$ cat src/verilog/sapf_pkg.sv
package sapf_pkg;
    // clock and timing
    localparam int CLK_HZ = 40000000;
    localparam int CLK_PERIOD_NS = 25;
    localparam int ZERO_HIGH_MS = 250;
    localparam int ZERO_LOW_MS = 1000;
    localparam int ZERO_HIGH_CYC = ZERO_HIGH_MS * (CLK_HZ / 1000);
    localparam int ZERO_LOW_CYC = ZERO_LOW_MS * (CLK_HZ / 1000);
    localparam int ZCNT_W = 27;
    localparam int TIMEOUT_NS = 20000;
    localparam int TIMEOUT_CYC = TIMEOUT_NS / CLK_PERIOD_NS;
    localparam int TCNT_W = 10;

    // frame layout
    localparam int ST_MAX = 18;
    localparam int MT_BITS = 12;
    localparam int ERR_BITS = 3;
    localparam int POS_W = MT_BITS + ST_MAX;
    localparam int WORD_W = POS_W + ERR_BITS;
    localparam int BCNT_W = 6;

    // register map
    localparam int ADDR_W = 8;
    localparam logic [7:0] REG_CTRL = 8'h00;
    localparam logic [7:0] REG_PRESET = 8'h04;
    localparam logic [7:0] REG_IRQ_STATUS = 8'h08;
    localparam logic [7:0] REG_IRQ_MASK = 8'h0c;
    localparam logic [7:0] REG_POSITION = 8'h10;
    localparam logic [7:0] REG_FLAGS = 8'h14;

    // control fields and reset values
    localparam int CTRL_MT_BIT = 0;
    localparam int CTRL_ST_LSB = 1;
    localparam int CTRL_ST_W = 5;
    localparam logic CTRL_MT_RST = 1'b0;
    localparam logic [4:0] CTRL_ST_RST = 5'h12;
    localparam logic [29:0] PRESET_RST = 30'h0;

    // interrupt bits
    localparam int IRQ_W = 4;
    localparam int IRQ_FRAME = 0;
    localparam int IRQ_ZERO = 1;
    localparam int IRQ_DETECT = 2;
    localparam int IRQ_ABORT = 3;
    localparam logic [3:0] IRQ_MASK_RST = 4'h0;

    typedef enum {s_idle, s_shift, s_hold} sapf_state_e;
endpackage

$ cat src/verilog/sapf_sync.sv
`timescale 1ns/10ps
// two flip-flop synchroniser for a group of independent levels
module sapf_sync #(
    parameter int WIDTH = 1,
    parameter logic [WIDTH-1:0] RST_VAL = '0
) (
    input wire logic clk,
    input wire logic nrst,
    input wire logic [WIDTH-1:0] async_in,
    output logic [WIDTH-1:0] sync_out
);
    logic [WIDTH-1:0] stage1;

    // first stage feeds only the second
    always_ff @(posedge clk or negedge nrst) begin
        if (!nrst) begin
            stage1 <= RST_VAL;
            sync_out <= RST_VAL;
        end else begin
            stage1 <= async_in;
            sync_out <= stage1;
        end
    end
endmodule // sapf_sync

$ cat src/verilog/sapf_zero.sv
`timescale 1ns/10ps
// zeroing input qualifier: long low period arms, long high period fires
module sapf_zero #(
    parameter int unsigned HIGH_CYC = sapf_pkg::ZERO_HIGH_CYC,
    parameter int unsigned LOW_CYC = sapf_pkg::ZERO_LOW_CYC
) (
    input wire logic clk,
    input wire logic nrst,
    input wire logic set_level,
    output logic zero_pulse
);
    localparam int W = sapf_pkg::ZCNT_W;
    localparam logic [W-1:0] HIGH_T = W'(HIGH_CYC);
    localparam logic [W-1:0] LOW_T = W'(LOW_CYC);

    logic [W-1:0] low_cnt;
    logic [W-1:0] high_cnt;
    logic armed;
    logic fire;

    assign fire = set_level && armed && (high_cnt == HIGH_T);

    always_ff @(posedge clk or negedge nrst) begin
        if (!nrst) begin
            low_cnt <= '0;
            high_cnt <= '0;
            armed <= 1'b0;
        end else if (!set_level) begin
            high_cnt <= '0;
            if (low_cnt != LOW_T) begin
                low_cnt <= low_cnt + 1'b1;
            end
            armed <= (low_cnt >= LOW_T - 1'b1);
        end else begin
            low_cnt <= '0;
            if (high_cnt != HIGH_T) begin
                high_cnt <= high_cnt + 1'b1;
            end
            if (fire) begin
                armed <= 1'b0;
            end
        end
    end

    // one pulse per qualified hold
    always_ff @(posedge clk or negedge nrst) begin
        if (!nrst) begin
            zero_pulse <= 1'b0;
        end else begin
            zero_pulse <= fire;
        end
    end
endmodule // sapf_zero

$ cat src/verilog/sapf_frame.sv
`timescale 1ns/10ps
// Behaviour
// - singleturn: position MSB first, then flags
// - speed fault sets its frame flag
// - light source fault sets its flag
// - detection fault since last frame reported
// - detection flag cleared by reporting frame
// - 30-bit format: 12 multiturn, 18 singleturn
// - 27-bit format: 12 multiturn, 15 singleturn
// - multiturn field always twelve bits wide
// - word length is resolution plus three
// - direction input selects counting sense
// - long low then long high zeroes
module sapf_frame #(
    parameter int unsigned ZERO_HIGH_CYC = sapf_pkg::ZERO_HIGH_CYC,
    parameter int unsigned ZERO_LOW_CYC = sapf_pkg::ZERO_LOW_CYC
) (
    input wire logic clk,
    input wire logic nrst,
    input wire logic ssi_clk_pin,
    output logic ssi_data_out,
    input wire logic dir_pin,
    input wire logic zero_pin,
    input wire logic [29:0] raw_position,
    input wire logic speed_fault_in,
    input wire logic light_source_fault_in,
    input wire logic detection_fault_event,
    input wire logic [7:0] reg_addr,
    input wire logic [31:0] reg_wdata,
    input wire logic reg_wr,
    input wire logic reg_rd,
    output logic [31:0] reg_rdata,
    output logic irq
);
    localparam int WW = sapf_pkg::WORD_W;
    localparam int PW = sapf_pkg::POS_W;
    localparam int SM = sapf_pkg::ST_MAX;
    localparam int MB = sapf_pkg::MT_BITS;
    localparam int TW = sapf_pkg::TCNT_W;
    localparam int BW = sapf_pkg::BCNT_W;
    localparam int IW = sapf_pkg::IRQ_W;
    localparam logic [TW-1:0] TO_LIMIT = TW'(sapf_pkg::TIMEOUT_CYC);
    localparam logic [4:0] ST_MAX5 = 5'(sapf_pkg::ST_MAX);
    localparam logic [4:0] ERR5 = 5'(sapf_pkg::ERR_BITS);
    localparam logic [BW-1:0] ERR_N = BW'(sapf_pkg::ERR_BITS);
    localparam logic [BW-1:0] MT_N = BW'(sapf_pkg::MT_BITS);
    localparam logic [BW-1:0] WW_N = BW'(sapf_pkg::WORD_W);

    logic [2:0] sync_bus;
    logic ssi_clk_s;
    logic dir_s;
    logic zero_s;
    logic ssi_clk_d;
    logic clk_fall;
    logic clk_rise;
    logic zero_pulse;
    logic mt_en;
    logic [4:0] st_bits;
    logic [PW-1:0] preset;
    logic [IW-1:0] irq_mask;
    logic [IW-1:0] irq_status;
    logic [PW-1:0] dir_pos;
    logic [PW-1:0] offset;
    logic [PW-1:0] next_offset;
    logic [PW-1:0] pos;
    logic [4:0] st_shift;
    logic [SM-1:0] st_val;
    logic [MB-1:0] mt_val;
    logic [BW-1:0] frame_len;
    logic [2:0] err;
    logic [WW-1:0] word_right;
    logic [WW-1:0] word_left;
    logic det_sticky;
    logic det_flag_now;
    sapf_pkg::sapf_state_e state;
    logic [WW-1:0] shreg;
    logic [BW-1:0] bits_left;
    logic [TW-1:0] timer;
    logic timeout;
    logic latch;
    logic frame_done;
    logic frame_abort;
    logic [4:0] wr_st;
    logic st_ok;
    logic [IW-1:0] irq_events;
    logic [IW-1:0] irq_clear;

    // pins from outside the clock domain
    sapf_sync #(.WIDTH(3), .RST_VAL(3'h6)) u_sync (
        .clk(clk),
        .nrst(nrst),
        .async_in({ssi_clk_pin, dir_pin, zero_pin}),
        .sync_out(sync_bus)
    );
    assign ssi_clk_s = sync_bus[2];
    assign dir_s = sync_bus[1];
    assign zero_s = sync_bus[0];

    // ssi clock edge detection on the synchronised level
    always_ff @(posedge clk or negedge nrst) begin
        if (!nrst) begin
            ssi_clk_d <= 1'b1;
        end else begin
            ssi_clk_d <= ssi_clk_s;
        end
    end
    assign clk_fall = ssi_clk_d && !ssi_clk_s;
    assign clk_rise = !ssi_clk_d && ssi_clk_s;

    // zeroing qualifier
    sapf_zero #(.HIGH_CYC(ZERO_HIGH_CYC), .LOW_CYC(ZERO_LOW_CYC)) u_zero (
        .clk(clk),
        .nrst(nrst),
        .set_level(zero_s),
        .zero_pulse(zero_pulse)
    );

    assign dir_pos = dir_s ? raw_position : ('0 - raw_position);
    assign next_offset = dir_pos - preset;
    assign pos = dir_pos - offset;

    // offset taken so that the present position reads preset
    always_ff @(posedge clk or negedge nrst) begin
        if (!nrst) begin
            offset <= '0;
        end else if (zero_pulse) begin
            offset <= next_offset;
        end
    end

    // detection fault held until reported, new event wins
    always_ff @(posedge clk or negedge nrst) begin
        if (!nrst) begin
            det_sticky <= 1'b0;
        end else if (detection_fault_event) begin
            det_sticky <= 1'b1;
        end else if (latch) begin
            // cleared by the frame that carries it
            det_sticky <= 1'b0;
        end
    end
    assign det_flag_now = det_sticky || detection_fault_event;

    // flags in order speed, light source, detection
    assign err = {speed_fault_in, light_source_fault_in, det_flag_now};

    // singleturn field scaled, multiturn field fixed width
    assign st_shift = ST_MAX5 - st_bits;
    assign st_val = pos[SM-1:0] >> st_shift;
    assign mt_val = mt_en ? pos[PW-1 -: MB] : '0;

    assign frame_len = (mt_en ? MT_N : '0) + BW'(st_bits) + ERR_N;

    // word built right aligned then moved to the top
    assign word_right = (WW'(mt_val) << (st_bits + ERR5)) | (WW'(st_val) << ERR5) | WW'(err);
    assign word_left = word_right << (WW_N - frame_len);

    assign latch = (state == sapf_pkg::s_idle) && clk_fall;

    // transfer timeout restarted by every clock edge
    always_ff @(posedge clk or negedge nrst) begin
        if (!nrst) begin
            timer <= '0;
        end else if (state == sapf_pkg::s_idle || clk_fall || clk_rise) begin
            timer <= '0;
        end else if (timer != TO_LIMIT) begin
            timer <= timer + 1'b1;
        end
    end
    assign timeout = (state != sapf_pkg::s_idle) && (timer == TO_LIMIT);
    assign frame_done = timeout && (bits_left == '0);
    assign frame_abort = timeout && (bits_left != '0);

    // latch on first falling edge, shift on each rising edge
    always_ff @(posedge clk or negedge nrst) begin
        if (!nrst) begin
            state <= sapf_pkg::s_idle;
            shreg <= '0;
            bits_left <= '0;
            ssi_data_out <= 1'b1;
        end else begin
            case (state)
                sapf_pkg::s_idle: begin
                    ssi_data_out <= 1'b1;
                    if (clk_fall) begin
                        shreg <= word_left;
                        bits_left <= frame_len;
                        state <= sapf_pkg::s_shift;
                    end
                end
                sapf_pkg::s_shift: begin
                    if (timeout) begin
                        ssi_data_out <= 1'b1;
                        bits_left <= '0;
                        state <= sapf_pkg::s_idle;
                    end else if (clk_rise) begin
                        if (bits_left != '0) begin
                            ssi_data_out <= shreg[WW-1];
                            shreg <= {shreg[WW-2:0], 1'b0};
                            bits_left <= bits_left - 1'b1;
                        end else begin
                            ssi_data_out <= 1'b0; // monoflop low after last bit
                            state <= sapf_pkg::s_hold;
                        end
                    end
                end
                sapf_pkg::s_hold: begin
                    ssi_data_out <= 1'b0;
                    if (timeout) begin
                        ssi_data_out <= 1'b1;
                        state <= sapf_pkg::s_idle;
                    end
                end
                default: begin
                    state <= sapf_pkg::s_idle;
                end
            endcase
        end
    end

    // control and preset registers, bad resolution leaves field unchanged
    assign wr_st = reg_wdata[sapf_pkg::CTRL_ST_LSB +: sapf_pkg::CTRL_ST_W];
    assign st_ok = (wr_st != 5'h00) && (wr_st <= ST_MAX5);
    always_ff @(posedge clk or negedge nrst) begin
        if (!nrst) begin
            mt_en <= sapf_pkg::CTRL_MT_RST;
            st_bits <= sapf_pkg::CTRL_ST_RST;
            preset <= sapf_pkg::PRESET_RST;
            irq_mask <= sapf_pkg::IRQ_MASK_RST;
        end else if (reg_wr) begin
            case (reg_addr)
                sapf_pkg::REG_CTRL: begin
                    mt_en <= reg_wdata[sapf_pkg::CTRL_MT_BIT];
                    if (st_ok) begin
                        st_bits <= wr_st;
                    end
                end
                sapf_pkg::REG_PRESET: begin
                    preset <= reg_wdata[PW-1:0];
                end
                sapf_pkg::REG_IRQ_MASK: begin
                    irq_mask <= reg_wdata[IW-1:0];
                end
                default: begin
                end
            endcase
        end
    end

    // sticky interrupt status, set beats write-one clear
    assign irq_events = {frame_abort, detection_fault_event, zero_pulse, frame_done};
    assign irq_clear = (reg_wr && reg_addr == sapf_pkg::REG_IRQ_STATUS) ? reg_wdata[IW-1:0] : '0;
    always_ff @(posedge clk or negedge nrst) begin
        if (!nrst) begin
            irq_status <= '0;
        end else begin
            irq_status <= (irq_status & ~irq_clear) | irq_events;
        end
    end
    assign irq = |(irq_status & irq_mask);

    // read data only in the cycle after the strobe
    always_ff @(posedge clk or negedge nrst) begin
        if (!nrst) begin
            reg_rdata <= '0;
        end else if (reg_rd) begin
            case (reg_addr)
                sapf_pkg::REG_CTRL: reg_rdata <= 32'({st_bits, mt_en});
                sapf_pkg::REG_PRESET: reg_rdata <= 32'(preset);
                sapf_pkg::REG_IRQ_STATUS: reg_rdata <= 32'(irq_status);
                sapf_pkg::REG_IRQ_MASK: reg_rdata <= 32'(irq_mask);
                sapf_pkg::REG_POSITION: reg_rdata <= 32'(pos);
                sapf_pkg::REG_FLAGS: reg_rdata <= 32'({state != sapf_pkg::s_idle, err});
                default: reg_rdata <= '0;
            endcase
        end else begin
            reg_rdata <= '0;
        end
    end

    // helpers for the checks below
    logic first_src;
    logic [MB-1:0] mt_src;
    logic [WW-1:0] err_view;
    assign first_src = mt_en ? pos[PW-1] : pos[SM-1];
    assign mt_src = pos[PW-1 -: MB];
    assign err_view = shreg >> (WW_N - bits_left);
endmodule // sapf_frame

$ cat config.mk
export PLATFORM = sky130hd
export DESIGN_NAME = sapf_frame
export DESIGN_NICKNAME = d
export VERILOG_FILES = /design/src/verilog/sapf_pkg.sv /design/src/verilog/sapf_sync.sv /design/src/verilog/sapf_zero.sv /design/src/verilog/sapf_frame.sv
export SDC_FILE = /design/constraint.sdc
export NUM_CORES = 1
export LEC_CHECK = 0
export BUFFER_PORTS_ARGS = -buffer_cell sky130_fd_sc_hd__buf_2
export CORE_MARGIN = 4
export CORE_UTILIZATION = 40
export CTS_CLUSTER_DIAMETER = 40
export DETAILED_ROUTE_END_ITERATION = 8
export GPL_ROUTABILITY_DRIVEN = 1
export SYNTH_ARGS = -nofsm -noshare
export SYNTH_HDL_FRONTEND = slang
export SYNTH_SLANG_ARGS = --single-unit
$ cat constraint.sdc
create_clock -name clk -period 4.9 [get_ports clk]
set_clock_uncertainty 0.15 [all_clocks]
set_input_delay 0 -clock clk [delete_from_list [all_inputs] [get_ports clk]]
set_output_delay 0 -clock clk [all_outputs]
set_load 0.01 [all_outputs]
# Word-level counts from Yosys, hierarchy flattened
# Cells that the tools add are included.
dict set report totals {
  ff_bits 250
  word_cells 138
}
dict set report op_classes {
  n_addsub 12
  n_lt_le_gt_ge 2
  eq_ne 22
  shifts 3
  mux 37
  n_bitwise 6
  n_reduce_logical 36
}
# cell n
set ops {}
lappend ops {{30-bit case mux with 6 select lines} 1}
lappend ops {{32-bit two-way mux} 5}
lappend ops {{33-bit two-way mux} 4}
lappend ops {{27-bit two-way mux} 4}
lappend ops {{32-bit case mux with 3 select lines} 1}
lappend ops {{33-bit case mux with 2 select lines} 1}
lappend ops {{32-bit zero test} 2}
lappend ops {{30-bit two-way mux} 2}
lappend ops {{30-bit subtractor} 2}
lappend ops {{27-bit by 1-bit adder with 27-bit output, second input constant} 2}
lappend ops {{33-bit by 21-bit OR with 33-bit output} 1}
lappend ops {{33-bit by 3-bit OR with 33-bit output} 1}
lappend ops {{12-bit by 5-bit << shifter with 33-bit output} 1}
lappend ops {{33-bit by 6-bit << shifter with 33-bit output} 1}
lappend ops {{32-bit by 1-bit == test with 1-bit output, second input constant} 1}
lappend ops {{32-bit by 2-bit == test with 1-bit output, second input constant} 1}
lappend ops {{32-bit nonzero test} 1}
lappend ops {{1-bit by 30-bit subtractor with 30-bit output, first input constant} 1}
lappend ops {{27-bit by 24-bit == test with 1-bit output, second input constant} 1}
lappend ops {{27-bit by 26-bit >= comparator with 1-bit output, second input constant} 1}
lappend ops {{27-bit by 24-bit != test with 1-bit output, second input constant} 1}
lappend ops {{27-bit by 26-bit != test with 1-bit output, second input constant} 1}
lappend ops {{6-bit two-way mux} 4}
lappend ops {{10-bit two-way mux} 2}
lappend ops {{39 further kinds} 76}

# Longest topological paths before layout
# Gate-level depths: netlist of the first run.
dict set report logic_depth {
  word_depth 10
  depth_mapped 23
  ltp_nobuf 22
}

# By module
# Synthesis of the first run repeated with hierarchy kept, for this count alone.
dict set report unflattened {
  hier_cells 2415
  hier_area_um2 19556.3
}
# mod instances cells_each area_per_inst_um2
set modules_own_cells {}
lappend modules_own_cells {sapf_frame 1 2075 16303.1}
lappend modules_own_cells {sapf_zero 1 334 3098.0}
lappend modules_own_cells {sapf_sync 1 6 155.1}

# Worst setup path before layout of the first run
# Ideal clock, no wire load.
dict set report synth_timing {
  path_type {input to register}
  startpoint {input raw_position[5]}
  endpoint {register shreg[13]}
  setup_time_ns 0.124
  arrival_ns 4.997
  required_ns 4.626
  setup_slack_ns -0.370
  stages 20
  cell_sequence {nor4_1 > and2_1 > nand3_1 > nor4_1 > a21oi_1 > xor2_1 > ha_1 > clkbuf_1 > a21oi_1 > o21ai_1 > a211oi_1 > nor2_1 > nor3_2 > o221ai_2 > a2111oi_2 > nand2_1 > mux4_2 > mux4_2 > a221oi_2 > nor2_1}
}
dict set report synth_between {
  elab_chain_cells 10
  word_cells_on_any_way 11
  classes_between {add/sub (2); shift (3); mux (4); bitwise (2)}
}
# element line_no
set synth_lines {}
lappend synth_lines {{start, declared} sapf_frame.sv:24} ;# input wire logic [29:0] raw_position,
lappend synth_lines {{1-bit by 30-bit subtractor with 30-bit output} sapf_frame.sv:118} ;# assign dir_pos = dir_s ? raw_position : ('0 - raw_position);
lappend synth_lines {{30-bit two-way mux (*)} sapf_frame.sv:118}
lappend synth_lines {{30-bit subtractor (*)} sapf_frame.sv:120} ;# assign pos = dir_pos - offset;
lappend synth_lines {{12-bit two-way mux} sapf_frame.sv:150} ;# assign mt_val = mt_en ? pos[PW-1 -: MB] : '0;
lappend synth_lines {{12-bit by 5-bit << shifter with 33-bit output} sapf_frame.sv:155} ;# assign word_right = (WW'(mt_val) << (st_bits + ERR5)) | (WW'(st_val) << ERR5) | WW'(err);
lappend synth_lines {{33-bit by 21-bit OR with 33-bit output (*)} sapf_frame.sv:155}
lappend synth_lines {{33-bit by 3-bit OR with 33-bit output (*)} sapf_frame.sv:155}
lappend synth_lines {{33-bit by 6-bit << shifter with 33-bit output (*)} sapf_frame.sv:156} ;# assign word_left = word_right << (WW_N - frame_len);
lappend synth_lines {{33-bit two-way mux (*)} sapf_frame.sv:185} ;# if (clk_fall) begin
lappend synth_lines {{33-bit case mux with 2 select lines (*)} sapf_frame.sv:182} ;# case (state)
lappend synth_lines {{end signal, assigned} sapf_frame.sv:186} ;# shreg <= word_left;
lappend synth_lines {{end signal, assigned} sapf_frame.sv:199} ;# shreg <= {shreg[WW-2:0], 1'b0};
lappend synth_lines {{end, declared} sapf_frame.sv:76} ;# logic [WW-1:0] shreg;
# Mark *: on every way between the ends. The rest lies on a longest branch, timed or not. The select of a mux whose other input is x is not followed.
# A chain may end at the register's enable or synchronous reset.

# Worst setup path in the final report of the first run
dict set report layout_timing {
  startpoint {register u_sync.sync_out[1]}
  endpoint {register shreg[21]}
}
dict set report layout_between {
  elab_chain_cells 9
  word_cells_on_any_way 10
  classes_between {add/sub (1); shift (3); mux (4); bitwise (2)}
}
# element line_no
set layout_lines {}
lappend layout_lines {{start, declared} sapf_sync.sv:10} ;# output logic [WIDTH-1:0] sync_out
lappend layout_lines {{start signal, assigned} sapf_sync.sv:21} ;# sync_out <= stage1;
lappend layout_lines {{30-bit two-way mux (*)} sapf_frame.sv:118}
lappend layout_lines {{30-bit subtractor (*)} sapf_frame.sv:120}
lappend layout_lines {{12-bit two-way mux} sapf_frame.sv:150}
lappend layout_lines {{12-bit by 5-bit << shifter with 33-bit output} sapf_frame.sv:155}
lappend layout_lines {{33-bit by 21-bit OR with 33-bit output (*)} sapf_frame.sv:155}
lappend layout_lines {{33-bit by 3-bit OR with 33-bit output (*)} sapf_frame.sv:155}
lappend layout_lines {{33-bit by 6-bit << shifter with 33-bit output (*)} sapf_frame.sv:156}
lappend layout_lines {{33-bit two-way mux (*)} sapf_frame.sv:185}
lappend layout_lines {{33-bit case mux with 2 select lines (*)} sapf_frame.sv:182}
# Marks and branches as above.

==> flow_metrics.py, run 1 <==
metrics = {
    "layout": {
        "register_area_um2": 5520,
        "fillers": 4283,
        "nets": 3216,
        "final_cell_mix": "buf_4, nor2_1, dfrtp_1",
        "multi_input_area_um2": 15100,
        "syn2layout_area_growth_pct": 48.0,
        "drive_gt1_share_pct": 36.5,
        "layout_commonest_cell": "buf_4",
        "fin_area_um2": 29000,
    },
    "critical_path": {
        "crit_fanout": 5,
        "worst_ep_required_time_ns": 5.21,
        "end_kind": "register",
        "r2r-start": "u_sync.sync_out[1]",
        "crit_arrival_ns": 5.59,
        "crit_type": "register to register",
        "crit_path_start": "u_sync.sync_out[1]",
        "worst_setup_path_start_kind": "register",
    },
    "cts": {
        "htree_levels": 2,
        "tritoncts": "yes",
        "clkSinkCount": 220,
        "clk_pin_slew_ns": 0.05,
        "cts_root_buf": "clkbuf_16",
        "cts_buffer_depth": 3,
        "numCtsBuffers": 48,
        "clock_latency_ns": 0.59,
    },
    "placed_design": {
        "numPortBuffers": 109,
        "place_area_um2": 24000,
        "gp_congestion": 0.976,
        "dp_hpwl_mm": 57.1,
    },
    "route": {
        "drtAntennaViolNets": 0,
        "first_pass_iters": 5,
        "drt_wl_total_mm": 78.2,
        "initialDrtViolationCount": 1866,
        "route.detailed.drc": 0,
        "routed_via_density": 5.89,
        "wire_per_inst_um": 20.8,
        "num_vias": 22100,
    },
    "logic_synthesis": {
        "synth_cell_type_count": 115,
        "netlist_area_um2": 19600,
        "synthCells": 2420,
        "yosysTopAreaCellShare_pct": 27.1,
        "yosys_register_bits": 220,
        "syn_area_per_cell_um2": 8.10,
        "async_flop_share_pct": 100,
        "ys_seq_area_share_pct": 28.1,
        "synth_edf_count": 0,
        "yosys.area.top_type": "dfrtp_1",
        "yosysWarnings": 0,
        "yosys-top-cells-area": "dfrtp_1, nor2_1, ha_1",
        "synth_flop_cell": "dfrtp_1",
    },
    "pwr": {
        "internal_power_mw": 5.47,
        "combPwrFrac_pct": 34.0,
        "switching_share_pct": 34.7,
        "p_clk_share_pct": 40.2,
        "switchingPower_mw": 2.91,
        "powerDensity_nw_per_um2": 289,
        "power.static_leakage_nw": 12.6,
        "seq_power_share_pct": 25.9,
        "ir_drop_v": 0.000409,
    },
    "floorplanning": {
        "row_count": 80,
        "design.core.area_um2": 48100,
        "die_x_um": 229,
        "chipHeight_um": 229,
        "die_area_um2": 52600,
        "num_io_pins": 114,
        "initial_core_util_pct": 40.7,
    },
    "grt": {
        "antenna_found_initial": 0,
        "grt_max_degree": 94,
        "grt_overflow": 0,
        "grt_pass1_vias": 22000,
        "grt_usage_pct": 28.6,
        "grt_pass1_wl_mm": 122,
    },
    "hold_path": {
        "hold_path_startpoint": "reg_wdata[16]",
        "hold_class": "input pin to register",
    },
    "sta": {
        "period_needed_ns": 5.28,
        "slew_viol_final": 0,
        "finalCritPeriodShare_pct": 108,
        "fin_hold_ws_ns": 0.0373,
        "max_slew_margin_pct": 38.5,
        "setup_violations": 28,
        "rsz0062_at_grt": "yes",
        "fin_ws_ns": -0.382,
        "hold_viol": 0,
        "tightest_slew_ns": 0.919,
        "fmax_ghz": 0.189,
    },
    "status": {
        "violations": "setup timing",
        "status": "complete, but fails checks",
    },
    "run": {
        "drv_cap": 0,
    },
}
==> state kept, by name, summed over array words and instances (netlist names), 2 cells and up <==
register and cells:
u_zero.low_cnt 27, u_zero.high_cnt 27, st_bits 5, preset 30, offset 30, state 2, irq_mask 4, irq_status 4
u_sync.sync_out 3, timer 10, reg_rdata 30, bits_left 6, u_sync.stage1 3, shreg 33
==> kinds of logic (layout without fill, tap and decap cells) <==
group | count (synthesis) | after routing | share of synthesized area [%]
AND/OR/NAND/NOR | 914 | 914 | 22.6
AO/OA/AOI/OAI | 733 | 733 | 26.3
flip-flops | 220 | 220 | 28.1
adder cells (fa/ha/maj) | 78 | 78 | 5.05
multiplexers | 108 | 108 | 6.67
XOR/XNOR | 129 | 129 | 5.91
buffers and inverters | 237 | 914 | 5.37
other | 1 | 3 | 0.0191
==> per-layer routing <==
metal / vias up / routed length (um) / GRT usage (%)
li1: 10300 / - / -
met5: - / 0 / 0
met2: 910 / 34000 / 43.4
met3: 198 / 6080 / 5.48
met4: 0 / 3390 / 11.5
met1: 10700 / 34800 / 40.2
==> cell type report <==
cell class                 instances  area share [%]
sequential                       220            19.0
timing repair buffer             713            18.7
clock buffer                      59            4.49
tap                              656            2.83
antenna                            1         0.00862
inverter                         111            1.44
clock inverter                    31            1.32
multi-input combinational       1964            52.2
==> worst paths after layout <==
path / end / slack [ns] / depth (start not counted)
setup reg to reg: shreg[21] / -0.38 / 17
hold / removal: preset[16] / 0.04 / 3
max in group asynchronous: shreg[32] / 3.53 / 4
min in group asynchronous: u_sync.stage1[1] / 0.41 / 3
hold reg to reg: u_sync.sync_out[0] / 0.21 / 0
setup / recovery: shreg[21] / -0.38 / 17
==> through the flow <==
| step | setup WS, ns | utilization [%] | TNS [ns] | total power, mW | cells |
|---|---|---|---|---|---|
| detailed placement | -0.871 | 49.8 | -19.98 | 4.56 | 3533 |
| CTS | -0.211 | 58.6 | -3.51 | 8.27 | 3731 |
| global placement | -0.830 | 49.8 | -19.91 | 4.52 | 3533 |
| finish | -0.382 | 60.3 | -5.80 | 8.38 | 3755 |
| global route | -0.476 | 60.3 | -10.38 | 8.79 | 3754 |
| floorplan | -0.0429 | - | -0.0429 | 3.60 | 2421 |
==> cell usage after synthesis, types with 11 or more instances <==
library cell	count
a32oi_1	19
o221ai_1	14
xor2_1	63
mux2i_1	44
or3_1	30
nor4_1	26
nand3_1	92
a211o_1	11
nand2b_1	15
ha_1	76
a31oi_1	38
o22ai_1	21
buf_6	15
o31ai_1	21
dfrtp_1	212
a211oi_1	29
xnor2_1	64
nor2b_1	21
inv_1	110
o21ai_0	133
and3_1	40
nand2_1	216
nor2_1	265
o21ai_1	11
a21o_1	30
buf_2	17
mux2_2	51
o2111ai_1	12
o21a_1	27
a21oi_1	150
mux4_2	13
nor3_1	75
clkbuf_1	79
a2111oi_0	11
a22oi_1	26
and2_1	33
o211ai_1	31
nand4_1	38
a221oi_1	15
==> worst max-delay path, stage by stage, from the launching register on <==
cell	delay, ns
dfstp_2	0.58
buf_12	0.13
buf_6	0.09
mux2_4	0.32
fa_2	0.36
a21o_4	0.24
a221o_2	0.41
nand4_1	0.20
nand3_2	0.13
o211ai_1	0.18
buf_4	0.24
nor3_2	0.07
o21ai_0	0.36
nand4_1	0.31
o32ai_4	0.40
mux2i_4	0.14
mux4_2	0.52
a221o_1	0.30
==> power by group through the flow <==
stage | logic (mW) | registers, mW | clock network (mW)
final | 2.85 | 2.17 | 3.37
after global routing | 3.07 | 2.19 | 3.53
after CTS | 2.67 | 2.16 | 3.44
after detailed placement | 2.38 | 2.18 | 0
after global placement | 2.34 | 2.18 | 0
after floorplan | 1.46 | 2.14 | 0
==> timing repair <==
action / in CTS / in global routing
gates cloned: 1 / 0
endpoints found under the setup margin: 31 / 37
endpoints found under the hold margin: 247 / 0
gates resized for setup: 308 / 123
buffers inserted: 48 / 25
hold buffers: 62 / 0
pin swaps: 110 / 82
(Power assumes the default switching activity.)
==> run 2, diff against run 1 <==
CAP_MARGIN = 10   (was default)
clock period = 6.3 ns   (was 4.9 ns; I/O delays follow)
==> flow_metrics.py, run 2 (synthesis gave the netlist of run 1 again) <==
metrics = {
    "layout": {
        "syn2layout_area_growth_pct": 18.5,
        "antenna_cells": 0,
        "drive_gt1_share_pct": 16.2,
        "post-route-util_pct": 48.3,
        "largest-register": "shreg",
        "fillers": 4679,
        "final_cell_mix": "nor2_1, nand2_1, dfrtp_1",
        "largest_register_ffs": 33,
        "layout_commonest_cell": "nor2_1",
        "nets": 2749,
        "stdcell_count": 3281,
    },
    "sta": {
        "slew_viol_final": 0,
        "setup_violations": 0,
        "period_needed_ns": 6.16,
        "hold_viol": 0,
        "max_slew_margin_pct": 19.2,
        "rsz0062_at_grt": "yes",
        "finalCritPeriodShare_pct": 97.8,
        "fmax_ghz": 0.162,
        "tightest_slew_ns": 1.20,
    },
    "placed_design": {
        "gp_congestion": 1.00,
        "dp_cells": 3140,
        "dp_hpwl_mm": 51.8,
        "numPortBuffers": 109,
    },
    "route": {
        "wire_per_inst_um": 21.3,
        "first_pass_iters": 6,
        "routed_via_density": 6.14,
        "num_vias": 20100,
        "drtAntennaViolNets": 0,
        "route.detailed.drc": 0,
        "drt_wl_total_mm": 70.0,
        "initialDrtViolationCount": 1762,
    },
    "critical_path": {
        "crit_arrival_ns": 6.45,
        "rrSetupSlack_ns": 0.32,
        "end_kind": "register",
        "worst_setup_path_start_kind": "input pin",
        "worst_ep_required_time_ns": 6.59,
        "crit_type": "input pin to register",
        "ff2ff_path_depth": 16,
        "crit_fanout": 9,
    },
    "pwr": {
        "total_power_mw": 5.71,
        "powerDensity_nw_per_um2": 245,
        "ir_drop_v": 0.000239,
        "power.static_leakage_nw": 9.89,
    },
    "cts": {
        "clock_latency_ns": 0.58,
        "tritoncts": "yes",
        "clk_pin_slew_ns": 0.05,
        "htree_levels": 2,
        "numCtsBuffers": 44,
        "cts_root_buf": "clkbuf_16",
        "clkSinkCount": 220,
        "cts_buffer_depth": 3,
    },
    "floorplanning": {
        "chipHeight_um": 229,
        "initial_core_util_pct": 40.7,
        "die_area_um2": 52600,
        "num_io_pins": 114,
        "design.core.area_um2": 48100,
        "die_x_um": 229,
        "row_count": 80,
    },
    "grt": {
        "grt.met2_usage_pct": 39.2,
        "grt_overflow": 0,
        "grt_pass1_vias": 19500,
        "grt_pass1_wl_mm": 111,
        "use_met1_pct": 36.9,
        "antenna_found_initial": 0,
        "use_met3_pct": 4.93,
        "top_usage_layer": "met2",
        "grt_usage_pct": 25.7,
        "grt_max_degree": 137,
    },
    "hold_path": {
        "hold_path_depth": 5,
        "hold_class": "input pin to register",
    },
    "run": {
        "drv_cap": 0,
    },
    "status": {
        "status": "finished clean",
    },
}
run 2: cell count changes in the layout (fill, tap and decap cells not counted), sizes merged:
cell and change:
buf -461, clkbuf -8, inv -4, clkinv +3, dlygate4sd3 -2, bufinv -1
diode -1
run 2: worst paths after layout:
path	start	to
max in group asynchronous	nrst	shreg[18]
min	raw_position[1]	offset[1]
min reg2reg	u_sync.stage1[1]	u_sync.sync_out[1]
max	raw_position[0]	shreg[13]
min in group asynchronous	nrst	st_bits[4]
max reg2reg	u_sync.sync_out[1]	shreg[18]
run 2: repair_timing:
item / in CTS / in global routing
endpoints found under the setup margin: 0 / 23
endpoints found under the hold margin: 246 / 0
resized for setup: 0 / 24
buffers inserted: 0 / 1
hold buffers: 60 / 0
run 2: routing by layer:
| layer | wire [um] | vias up |
|---|---|---|
| met5 | 0 | - |
| met4 | 2130 | 0 |
| met3 | 5760 | 136 |
| met2 | 30300 | 900 |
| met1 | 31800 | 9721 |
| li1 | - | 9384 |
run 2: critical path: stages:
cell	delay (ns)
dlygate4sd3_1	0.54
buf_2	0.14
inv_1	0.14
ha_1	0.21
and2_1	0.21
nand3_1	0.12
nor4_1	0.30
buf_4	0.22
nor2_1	0.05
xor2_1	0.16
ha_1	0.45
nand2_1	0.11
o21ai_1	0.35
a21oi_2	0.22
a31oi_1	0.59
a21o_1	0.31
a21oi_1	0.11
nor4_2	0.38
buf_4	0.19
a311oi_2	0.14
o31ai_2	0.38
mux2i_1	0.23
mux4_2	0.55
a221oi_2	0.25
nor2_1	0.08
run 2: per-stage QoR:
step	instance area, um^2	hold WS [ns]	setup WS (ns)	setup TNS [ns]
after floorplan	19600	-0.446	1.03	0
after global placement	21000	-0.127	0.0285	0
after detailed placement	21000	-0.113	0.0740	0
after CTS	23100	0.00381	0.198	0
after global routing	23200	0.0557	-0.0776	-0.501
final	23200	0.0185	0.138	0
run 2: where the power goes:
group          internal, mW  switching (mW)  leakage, nW
logic                 0.617            1.03         6.36
clock network          1.53           0.850        0.736
registers              1.57           0.110         2.79
total                  3.72            1.99         9.89
run 2: cell type report:
class	instances	area (um^2)	share of cell area [%]
Tap cell	656	821	3.53
Clock inverter	29	325	1.40
Sequential cell	220	5520	23.7
Inverter	111	417	1.79
Multi-Input combinational cell	1964	13200	56.7
Clock buffer	51	1190	5.11
Timing Repair Buffer	250	1790	7.72
